<file path="config.mk">
export PLATFORM = sky130hd
export DESIGN_NAME = bch_bus_unit
export DESIGN_NICKNAME = d
export VERILOG_FILES = /design/src/rtl/bch_pkg.sv /design/src/rtl/bch_bus_unit.sv /design/src/rtl/bch_sync.sv
export SDC_FILE = /design/constraint.sdc
export NUM_CORES = 1
export LEC_CHECK = 0
export BUFFER_PORTS_ARGS = -buffer_cell sky130_fd_sc_hd__buf_2
export CAP_MARGIN = 40
export CORE_MARGIN = 8
export CORE_UTILIZATION = 50
export CTS_CLUSTER_DIAMETER = 120
export CTS_CLUSTER_SIZE = 16
export DETAILED_ROUTE_END_ITERATION = 6
export GPL_TIMING_DRIVEN = 0
export HOLD_SLACK_MARGIN = 0.12
export PLACE_DENSITY = 0.73
export REMOVE_ABC_BUFFERS = 1
export SYNTH_ARGS = -nofsm -noshare
export SYNTH_HDL_FRONTEND = slang
export SYNTH_SLANG_ARGS = --single-unit
</file>
<file path="constraint.sdc">
create_clock -name sys_clk -period 10.8 [get_ports sys_clk]
set_input_delay 2.7 -clock sys_clk [delete_from_list [all_inputs] [get_ports sys_clk]]
set_output_delay 2.7 -clock sys_clk [all_outputs]
set_load 0.02 [all_outputs]
</file>
<file path="src/rtl/bch_pkg.sv">
/*
 * Shared types and constants for the burst and cache-enable bus handshake.
 * Assumes one bus clock; pins are synchronised inside the block.
 */
package bch_pkg;

    // Cycle lengths in bytes
    localparam logic [4:0] LEN_LINE   = 5'h10;
    localparam logic [4:0] LEN_CODE   = 5'h10;
    localparam logic [4:0] LEN_EIGHT  = 5'h08;
    localparam logic [4:0] LEN_WORD   = 5'h04;
    // Bytes carried per transfer for each bus width
    localparam logic [4:0] BUS_W32    = 5'h04;
    localparam logic [4:0] BUS_W16    = 5'h02;
    localparam logic [4:0] BUS_W8     = 5'h01;
    // Synchroniser depth for pin inputs
    localparam int         SYNC_DEPTH = 3;
    // Clocks after a strobe in which pin terminations are stale
    localparam logic [2:0] TERM_BLIND = 3'h5;
    // Pin group width and idle level (all inputs inactive high)
    localparam int         PIN_W      = 5;
    localparam logic [4:0] PIN_IDLE   = 5'h1f;
    localparam logic [31:0] DATA_RST  = 32'h0000_0000;

    // Kinds of cycle the core may request
    typedef enum logic [2:0] {
        KIND_CODE,
        KIND_DATA_RD,
        KIND_DESC,
        KIND_FPU,
        KIND_IO_RD,
        KIND_LOCK_RD,
        KIND_WRITE
    } bch_kind_e;

    typedef enum logic {
        ST_IDLE,
        ST_DATA
    } bch_state_e;

    // Request from the core
    typedef struct packed {
        bch_kind_e   kind;
        logic [31:0] addr;
        logic [31:0] wdata;
    } bch_req_s;

    // One answer per transfer
    typedef struct packed {
        logic        valid;
        logic        last;
        logic        cache_fill;
        logic [31:0] data;
    } bch_rsp_s;

    // Synchronised pins
    typedef struct packed {
        logic rdy_n;
        logic burst_ready_n_n;
        logic ken_n;
        logic bs16_n;
        logic bs8_n;
    } bch_pin_s;

    // Whole state of the bus unit
    typedef struct packed {
        bch_state_e  state;
        bch_kind_e   kind;
        logic [31:0] addr;
        logic [31:0] wdata;
        logic [4:0]  rem;
        logic        first;
        logic        ken_prev;
        logic        line_mode;
        logic        cache_ok;
        logic        ads_n;
        logic        last_transfer_n_n;
        logic        req_ready;
        logic [2:0]  blind;
        logic        bus_wr;
        bch_rsp_s    rsp;
    } bch_st_s;

endpackage : bch_pkg

</file>
<file path="src/rtl/bch_bus_unit.sv">
/*
 * Bus unit handshake: turns core requests into single, burst or line fill
 * cycles, using burst-ready, ready and cache-enable from memory logic.
 * Assumes pins are asynchronous (synchronised here) and memory logic
 * drives cache_enable_n and both ready inputs as the protocol expects.
 */
// Overview of operation
// Burst only if longer than bus and burst-ready
// Burst proceeds regardless of cache-enable level
// Code/cacheable 16, descriptor/float 8, narrow write 4
// Narrow write burst continues without address strobe
// Writes never exceed four bytes
// Memory bursts only main memory reads
// Memory ends writes and slow cycles with ready
// Only code and data reads heed cache-enable
// Cache-enable active clock before first burst-ready
// Cache-enable before last flag decides caching
// Cache-enable converts four-byte read to line
// Code and 8-byte loads burst without cache-enable
// Cache-enable valid in first second bus state
// Memory synchronises cache-enable decode, three clocks
// Normally-active cache-enable dropped in third state
// Slow devices drop cache-enable before ready
// Dynamic sizing 32/16/8, narrow variant 16 only
// Line fill is four burst-ready doubleword transfers
`timescale 1ns/1ps
module bch_bus_unit #(
    parameter logic NARROW_ONLY = 1'b0
) (
    input  wire logic            sys_clk,
    input  wire logic            rst,
    input  wire logic            req_valid,
    input  wire bch_pkg::bch_req_s req,
    output logic                 req_ready,
    output bch_pkg::bch_rsp_s    rsp,
    output logic                 address_strobe_n,
    output logic                 last_transfer_n,
    output logic [31:0]          bus_addr,
    output logic                 bus_write,
    output logic [31:0]          bus_wdata,
    input  wire logic            ready_n,
    input  wire logic            burst_ready_n,
    input  wire logic            cache_enable_n,
    input  wire logic            bus_size16_n,
    input  wire logic            bus_size8_n,
    input  wire logic [31:0]     data_in
);
    import bch_pkg::*;

    // Bytes requested for each kind of cycle
    function automatic logic [4:0] kind_len(input bch_kind_e k);
        unique case (k)
            KIND_CODE:            kind_len = LEN_CODE;
            KIND_DESC, KIND_FPU:  kind_len = LEN_EIGHT;
            KIND_WRITE:           kind_len = LEN_WORD;
            default:              kind_len = LEN_WORD;
        endcase
    endfunction : kind_len

    // Only code and data reads may become cached lines
    function automatic logic cacheable(input bch_kind_e k);
        cacheable = (k == KIND_CODE) || (k == KIND_DATA_RD);
    endfunction : cacheable

    // Cacheable kind that memory marked with cache-enable
    function automatic logic line_start(input bch_kind_e k, input logic ken);
        line_start = cacheable(k) && ken;
    endfunction : line_start

    // Bytes per transfer from the bus-size pins
    function automatic logic [4:0] bus_bytes(input logic b16_n, input logic b8_n);
        if (!b8_n && !NARROW_ONLY) begin
            bus_bytes = BUS_W8;
        end else if (!b16_n || NARROW_ONLY) begin
            bus_bytes = BUS_W16;
        end else begin
            bus_bytes = BUS_W32;
        end
    endfunction : bus_bytes

    bch_st_s     cur_ff;
    bch_st_s     nxt_st;
    bch_pin_s    pin;
    logic [31:0] data_sync;
    logic        ken_act;
    logic        term;
    logic [4:0]  wid;
    logic [4:0]  eff_rem;
    logic [4:0]  after;
    logic [4:0]  proj;

    // Control pins through four flops (three stages and the output)
    bch_sync #(
        .W       (PIN_W),
        .RST_VAL (PIN_IDLE)
    ) u_pin_sync (
        .sys_clk (sys_clk),
        .rst     (rst),
        .d       ({ready_n, burst_ready_n, cache_enable_n, bus_size16_n, bus_size8_n}),
        .q       (pin)
    );

    // Read data with the same latency as the ready pins
    bch_sync #(
        .W       (32),
        .RST_VAL (DATA_RST)
    ) u_data_sync (
        .sys_clk (sys_clk),
        .rst     (rst),
        .d       (data_in),
        .q       (data_sync)
    );

    // Next-state logic
    always_comb begin
        nxt_st           = cur_ff;
        nxt_st.ads_n     = 1'b1;
        nxt_st.rsp       = '0;
        ken_act          = ~pin.ken_n;
        nxt_st.ken_prev  = ken_act;
        // Pins lag a strobe by the memory's own edge and the synchroniser,
        // so terminations seen in that window still belong to the last piece;
        // they are ignored, as is the address-strobe clock itself
        if (cur_ff.blind != 3'h0) begin
            nxt_st.blind = 3'(cur_ff.blind - 3'h1);
        end
        term             = cur_ff.ads_n && (cur_ff.blind == 3'h0) && (!pin.rdy_n || !pin.burst_ready_n_n);
        wid              = bus_bytes(pin.bs16_n, pin.bs8_n);
        // Cache-enable in the clock before termination widens the cycle
        eff_rem          = cur_ff.rem;
        if (cur_ff.first && line_start(cur_ff.kind, cur_ff.ken_prev)) begin
            eff_rem = LEN_LINE;
        end
        after            = (eff_rem > wid) ? 5'(eff_rem - wid) : 5'h00;
        proj             = cur_ff.rem;
        unique case (cur_ff.state)
            ST_IDLE: begin
                if (req_valid) begin
                    nxt_st.state     = ST_DATA;
                    nxt_st.kind      = req.kind;
                    nxt_st.addr      = req.addr;
                    nxt_st.wdata     = req.wdata;
                    nxt_st.rem       = kind_len(req.kind);
                    nxt_st.first     = 1'b1;
                    nxt_st.line_mode = 1'b0;
                    nxt_st.cache_ok  = 1'b0;
                    nxt_st.ads_n     = 1'b0;
                    nxt_st.blind     = TERM_BLIND;
                    nxt_st.req_ready = 1'b0;
                    proj             = kind_len(req.kind);
                end
            end
            ST_DATA: begin
                if (!cur_ff.first || !cacheable(cur_ff.kind) || !ken_act) begin
                    proj = cur_ff.rem;
                end else begin
                    proj = LEN_LINE;
                end
                if (term) begin
                    nxt_st.rsp.valid = 1'b1;
                    nxt_st.rsp.data  = data_sync;
                    if (cur_ff.first) begin
                        // Line status fixed at first transfer, code or data read
                        nxt_st.line_mode = line_start(cur_ff.kind, cur_ff.ken_prev);
                    end
                    nxt_st.first = 1'b0;
                    nxt_st.rem   = after;
                    nxt_st.addr  = 32'(cur_ff.addr + {27'h0, wid});
                    proj         = after;
                    if (after == 5'h00) begin
                        nxt_st.state          = ST_IDLE;
                        nxt_st.req_ready      = 1'b1;
                        nxt_st.rsp.last       = 1'b1;
                        nxt_st.rsp.cache_fill = (cur_ff.first ? line_start(cur_ff.kind, cur_ff.ken_prev)
                                                 : cur_ff.line_mode) && cur_ff.cache_ok;
                    end else if (pin.burst_ready_n_n || !pin.rdy_n) begin
                        // Plain ready ends this piece; next piece needs a new strobe
                        nxt_st.ads_n = 1'b0;
                        nxt_st.blind = TERM_BLIND;
                    end
                    // Otherwise burst-ready with bytes left: keep going, no strobe,
                    // whatever cache-enable shows
                end
            end
            default: begin
                nxt_st.state = ST_IDLE;
            end
        endcase
        // Last-transfer flag for the coming clock
        nxt_st.last_transfer_n_n = !((nxt_st.state == ST_DATA) && (proj <= wid));
        // Write marker registered with the cycle
        nxt_st.bus_wr  = (nxt_st.kind == KIND_WRITE) && (nxt_st.state == ST_DATA);
        // Cache-enable seen the clock before the flag goes active
        if (cur_ff.last_transfer_n_n && !nxt_st.last_transfer_n_n) begin
            nxt_st.cache_ok = ken_act;
        end
    end

    // State register
    always_ff @(posedge sys_clk or posedge rst) begin
        if (rst) begin
            cur_ff <= '{state: ST_IDLE, kind: KIND_CODE, addr: 32'h0000_0000,
                        wdata: 32'h0000_0000, rem: 5'h00, first: 1'b0,
                        ken_prev: 1'b0, line_mode: 1'b0, cache_ok: 1'b0,
                        ads_n: 1'b1, last_transfer_n_n: 1'b1, req_ready: 1'b1,
                        blind: 3'h0, bus_wr: 1'b0, rsp: '0};
        end else begin
            cur_ff <= nxt_st;
        end
    end

    // Outputs straight from the state register
    assign req_ready        = cur_ff.req_ready;
    assign rsp              = cur_ff.rsp;
    assign address_strobe_n = cur_ff.ads_n;
    assign last_transfer_n  = cur_ff.last_transfer_n_n;
    assign bus_addr         = cur_ff.addr;
    assign bus_write        = cur_ff.bus_wr;
    assign bus_wdata        = cur_ff.wdata;

endmodule : bch_bus_unit

</file>
<file path="src/rtl/bch_sync.sv">
/*
 * Three-stage pin synchroniser; a bit changes once stages two and three agree.
 * Assumes inputs are asynchronous to sys_clk.
 */
`timescale 1ns/1ps
module bch_sync #(
    parameter int             W       = 1,
    parameter logic [W-1:0]   RST_VAL = '0
) (
    input  wire logic         sys_clk,
    input  wire logic         rst,
    input  wire logic [W-1:0] d,
    output logic      [W-1:0] q
);
    import bch_pkg::*;

    typedef struct packed {
        logic [W-1:0] s1;
        logic [W-1:0] s2;
        logic [W-1:0] s3;
        logic [W-1:0] q;
    } bch_sync_st_s;

    bch_sync_st_s cur_ff;
    bch_sync_st_s nxt_st;
    logic [W-1:0] diff;

    // Shift chain; output follows only agreeing bits
    always_comb begin
        nxt_st    = cur_ff;
        nxt_st.s1 = d;
        nxt_st.s2 = cur_ff.s1;
        nxt_st.s3 = cur_ff.s2;
        diff      = cur_ff.s2 ^ cur_ff.s3;
        nxt_st.q  = (cur_ff.s3 & ~diff) | (cur_ff.q & diff);
    end

    // State register
    always_ff @(posedge sys_clk or posedge rst) begin
        if (rst) begin
            cur_ff <= {RST_VAL, RST_VAL, RST_VAL, RST_VAL};
        end else begin
            cur_ff <= nxt_st;
        end
    end

    assign q = cur_ff.q;

endmodule : bch_sync

</file>
[Word-level counts from Yosys, hierarchy flattened]
Cells that the tools add are included.
Operators by class
  $add $sub $neg: 3
  magnitude comparators: 2
  eq/ne operators: 8
  mux-type cells: 38
  bitwise logic cells: 12
  reductions and logical operators: 29
Operator list (number)
  74-bit 2-to-1 mux: 1
  35-bit 2-to-1 mux: 2
  32-bit AND: 2
  32-bit one-hot mux with 2 select lines: 1
  32-bit by 5-bit adder with 32-bit output: 1
  32-bit 2-to-1 mux: 1
  32-bit NOT: 1
  32-bit OR: 1
  32-bit bitwise XOR: 1
  5-bit 2-to-1 mux: 6
  5-bit one-hot mux with 2 select lines: 2
  3-bit 2-to-1 mux: 6
  6-bit one-hot mux with 2 select lines: 1
  5-bit AND: 2
  1-bit 2-to-1 mux: 10
  3-bit logical NOT: 3
  1-bit logical AND: 8
  4-bit 2-to-1 mux: 2
  4-bit one-hot mux with 2 select lines: 1
  3-bit by 2-bit == test with 1-bit output, second input constant: 2
  6-bit 2-to-1 mux: 1
  2-bit by 1-bit inequality test with 1-bit output, second input constant: 3
  1-bit one-hot mux with 2 select lines: 3
  2-bit AND reduction: 3
  other kinds (19): 28
Storage, ports and cells
  bits in registers: 267
  output and inout port bits: 103

[Depth between registers and ports, before layout]
  depth after elaboration: 15
  gate-level depth with buffers: 20
  depth with buffers taken out: 18

[By module]
From an unflattened synthesis, not the netlist that was laid out.
Second synthesis, totals
  cells, all modules: 926
  area total of the unflattened synthesis: 10804.1 µm²
Modules (own cells, without submodules)
  bch_bus_unit: times used 1, cells each 702, area each 6373.6 µm², sequential area each 2981.6 µm²
  bch_sync at u_data_sync: times used 1, cells each 193, area each 3807.4 µm², sequential area each 3203.1 µm²
  bch_sync at u_pin_sync: times used 1, cells each 31, area each 623.1 µm², sequential area each 525.5 µm²

[Worst setup path before layout]
OpenSTA, ideal clock, no wires.
  path kind: input port to flip-flop
  from: input port req_valid
  to: register cur_ff[42] in the netlist's numbering
  arrival: 4.857 ns
  required time: 10.721 ns
  setup slack: 5.864 ns
  stages on the path: 12
  buffers on the path: 2
  cell sequence: nor2b_1 -> clkbuf_1 -> clkbuf_1 -> nor2_1 -> ha_1 -> nor2b_1 -> o21ai_0 -> a32oi_1 -> a221oi_1 -> nand2_1 -> nor4b_2 -> mux2i_1
Between the ends
  longest elaborated chain between the ends: 7
  elaborated cells between the ends (all ways): 11
  those cells by class: order compare (1); eq/ne (1); mux (5); reduce/logical (4)
RTL lines
  start, declared: line bch_bus_unit.sv:32  | input wire logic req_valid,
  5-bit 2-to-1 mux: line bch_bus_unit.sv:138  | if (req_valid) begin
  5-bit one-hot mux with 2 select lines: line bch_bus_unit.sv:136  | unique case (cur_ff.state)
  5-bit <= comparator: line bch_bus_unit.sv:190  | nxt_st.last_transfer_n_n = !((nxt_st.state == ST_DATA) && (proj <= wid));
  1-bit logical AND: line bch_bus_unit.sv:190
  1-bit logical AND: line bch_bus_unit.sv:194  | if (cur_ff.last_transfer_n_n && !nxt_st.last_transfer_n_n) begin
  2-bit by 1-bit inequality test with 1-bit output (no source line) or 2-bit nonzero test (tied branches)
  2-bit AND reduction (no source line)
  end signal, assigned: line bch_bus_unit.sv:202  | cur_ff <= '{state: ST_IDLE, kind: KIND_CODE, addr: 32'h0000_0000,
  end signal, assigned: line bch_bus_unit.sv:208  | cur_ff <= nxt_st;
  end, declared: line bch_bus_unit.sv:81  | bch_st_s cur_ff;
Parallel ways exist; a longest one is shown, timed or not. The select of a mux whose other input is x is not followed.
A chain may end at the register's enable or synchronous reset.

[Worst setup path in the final report]
Ends and elaborated chain as after synthesis.

==> impl_metrics.ini <==
[status]
status = completed

[clock_tree]
cts_tree = done
cts_made_buffers = 20
clockBufferDepth = 3
cts_setup_buffers = 0
htree_levels = 1
clk_pin_slew_ns = 0.07
cts_hold_buffers = 0
clkLatencyLatePin_ns = 0.51
cts.sinks = 267
ctsResizeCount = 0
cts-root-buf = clkbuf_16

[yosys]
synth-edff-count = 0
synthMuxAreaShare_pct = 0.662
synth_top_family_by_area = simple AND/OR/NAND/NOR gates
async_reset_ff_share_pct = 100
synth_compound_area_share_pct = 6.97
syn_inst = 903
ys_seq_area_share_pct = 63.4
synth_cell_types = 66
syn_avg_cell_area_um2 = 11.7
synthXorXnorAreaFrac_pct = 0.496
ys.flop_type = dfrtp_1
synthAdderAreaFrac_pct = 5.17
syn-cell-area_um2 = 10600
synth_seq_cells = 267
yosys.area_share.simple_pct = 14.3
ys_warn_count = 0

[critical_path]
r2r_end = cur_ff[42]$_DFFE_PP0P_
r2r_cells = 19
crit_required_ns = 11.22
r2r_start = cur_ff[36]$_DFF_PP0_
cp_data_arrival_time_ns = 5.35
cp_slowest_stage_delay_ns = 0.66
path_max_fanout = 24
worst-setup-path-type = in2reg
r2r_slack_ns = 6.21
critical-path-slowest-cell = nor2b_4
crit_chain = buf_2 > nor2b_4 > nor2_1 > ha_1 > nor2b_1 > o21ai_0 > a32oi_1 > a221oi_1 > nand2_1 > nor4b_2 > mux2i_1
start_kind = input port
end_kind = flop

[pwr]
comb_power_share_pct = 33.8
peakVddDrop_v = 0.000162
clock_power_share_pct = 22.1
p_int_uw = 1950
power.density_nw_per_um2 = 261
netSwitchingPower_uw = 1150
cellLeakagePower_uw = 0.00586
power.total_uw = 3110
pwr-share-seq_pct = 44.1
p_sw_share_pct = 37.1

[route]
routedWlPerCell_um = 17.5
drtIter0Drc = 464
ant_nets = 0
drc = 0
dr.pass1.iters = 5
routed_wl_mm = 22.7
avgViaCountPerCell = 5.20
vias = 6759

[place]
routabilityCongestion = 0.835
dp_hpwl_mm = 15.9
dp_slack_ns = 5.37
port_buffers = 209
place_inst = 1262

[grt]
overflow = 0
grt_pass1_wl_mm = 37.0
grt_pass1_vias = 6959
grt_usage_pct = 17.3
grt_max_degree = 125
antenna_found_initial = 2

[timing]
max_freq_mhz = 203
slew_viol_final = 0
finalClockSkew_ns = 0.0195
setup_slack_ns = 5.88
whs_ns = 0.341
finalSetupViolations = 0
rsz0062_at_grt = false
finalCriticalPeriod_ns = 4.92
worst_pin_slew_ns = 0.693
maxSlewHeadroom_pct = 53.7
hold_viol = 0
fin_setup_tns_ns = 0
min_period_over_period_pct = 45.6

[flow_run]
maxCapViolations = 0

[floorplan]
ioPinCount = 210
die_w_um = 162
num_rows = 53
initial_utilization_pct = 50.7
die-area_um2 = 26100
core_um2 = 20900
dieHeight_um = 162

[worst_hold_path]
min_to = u_data_sync.cur_ff[88]$_DFF_PP0_
min_path_cells = 0
hold_start = u_data_sync.cur_ff[120]$_DFF_PP0_
hp-class = reg2reg

[final_layout]
syn2layout_area_growth_pct = 12.5
instances_no_fill = 1299
fillers = 1760
drive_above_1_share_pct = 28.3
num-nets-final = 1129
cell usage in the layout, fill, tap and decap left out, types with 6 or more instances in the layout:
cell / n
clkbuf_1: 14
a21oi_1: 35
maj3_1: 37
dfstp_2: 23
mux2i_1: 7
inv_1: 20
nor3_1: 6
nand4_1: 8
o21ai_0: 19
clkbuf_16: 20
a211oi_1: 8
buf_2: 209
nor2_1: 51
nor2b_1: 6
nand3_1: 18
ha_1: 11
nand2_1: 146
dfrtp_1: 243
and3_1: 36
buf_16: 6
layer usage:
metal / vias to the layer above / track usage [%] / routed length [µm]
li1: 3158 / - / -
met1: 3303 / 22.8 / 9700
met2: 258 / 28.0 / 10600
met3: 38 / 4.56 / 1850
met4: 2 / 4.38 / 465
met5: - / 0 / 13
through the flow:
| step | area (µm²) | util [%] |
|---|---|---|
| 6_report | 11900 | 57.0 |
| 5_1_grt | 11900 | 57.0 |
| 4_1_cts | 11900 | 57.0 |
| 3_5_place_dp | 11300 | 54.2 |
| 3_3_place_gp | 11100 | 53.1 |
| 2_1_floorplan | 9710 | - |
power by group through the flow:
| stage | logic [µW] | clock network, µW | registers (µW) |
|---|---|---|---|
| 6_report | 1050 | 688 | 1370 |
| 5_1_grt | 1160 | 757 | 1400 |
| 4_1_cts | 1060 | 719 | 1370 |
| 3_5_place_dp | 1060 | 0 | 1390 |
| 3_3_place_gp | 979 | 0 | 1400 |
| 2_1_floorplan | 486 | 0 | 1540 |
logic make-up (layout without fill, tap and decap cells):
group / Yosys count / in the layout
flip-flops: 267 / 267
buffers and inverters: 155 / 275
other: 0 / 1
adder cells (fa/ha/maj): 50 / 50
XOR/XNOR: 6 / 6
multiplexers: 7 / 7
AO/OA/AOI/OAI: 110 / 110
AND/OR/NAND/NOR: 308 / 308
cell type report:
class | count | area [µm²] | area share [%]
inverters | 21 | 86.3 | 0.725
repair buffers | 218 | 1250 | 10.5
diodes | 1 | 2.50 | 0.0210
clock inverters | 2 | 37.5 | 0.315
multi-input cells | 481 | 2930 | 24.6
clock buffers | 34 | 553 | 4.64
flip-flops and latches | 267 | 6710 | 56.3
well taps | 275 | 344 | 2.89
cells in the mapped netlist (4+ instances only):
cell | number | area, µm²
and3_1 | 37 | 231
xnor2_1 | 4 | 35.0
nand2b_1 | 4 | 25.0
nand2_1 | 146 | 548
a21o_1 | 5 | 37.5
nor2b_1 | 7 | 43.8
a311oi_1 | 4 | 35.0
nand4_1 | 8 | 50.1
buf_2 | 6 | 30.0
o21ai_0 | 19 | 95.1
a31oi_1 | 5 | 31.3
buf_1 | 5 | 18.8
maj3_1 | 37 | 370
o221a_2 | 4 | 45.0
a21oi_1 | 35 | 175
nand3_1 | 18 | 90.1
ha_1 | 11 | 138
inv_1 | 21 | 78.8
dfstp_2 | 23 | 604
nor2_1 | 51 | 191
buf_4 | 99 | 743
clkbuf_1 | 24 | 90.1
mux2i_1 | 7 | 70.1
dfrtp_1 | 244 | 6110
nor3_1 | 6 | 30.0
a211oi_1 | 8 | 60.1
critical path, delay by kind of cell:
kind | cells | cell delay (ns)
AND/OR/NAND/NOR | 5 | 1.29
buffers and inverters | 1 | 0.29
multiplexers | 1 | 0.21
AO/OA/AOI/OAI | 3 | 0.51
adder cells (fa/ha/maj) | 1 | 0.32
worst max-delay path by stage:
stage	endpoint	slack (ns)	from	cells past startpoint
after global routing	cur_ff[42]$_DFFE_PP0P_	5.55	req_valid	11
after global placement	bus_wdata[6]$_DFFE_PP0P_	-1.83	rst	2
after detailed placement	cur_ff[42]$_DFFE_PP0P_	5.37	req_valid	11
after CTS	cur_ff[42]$_DFFE_PP0P_	5.88	req_valid	11
after floorplan	asynchronous set/reset pin	0.78	rst	1
final	cur_ff[42]$_DFFE_PP0P_	5.88	req_valid	11
(Power assumes the default switching activity.)
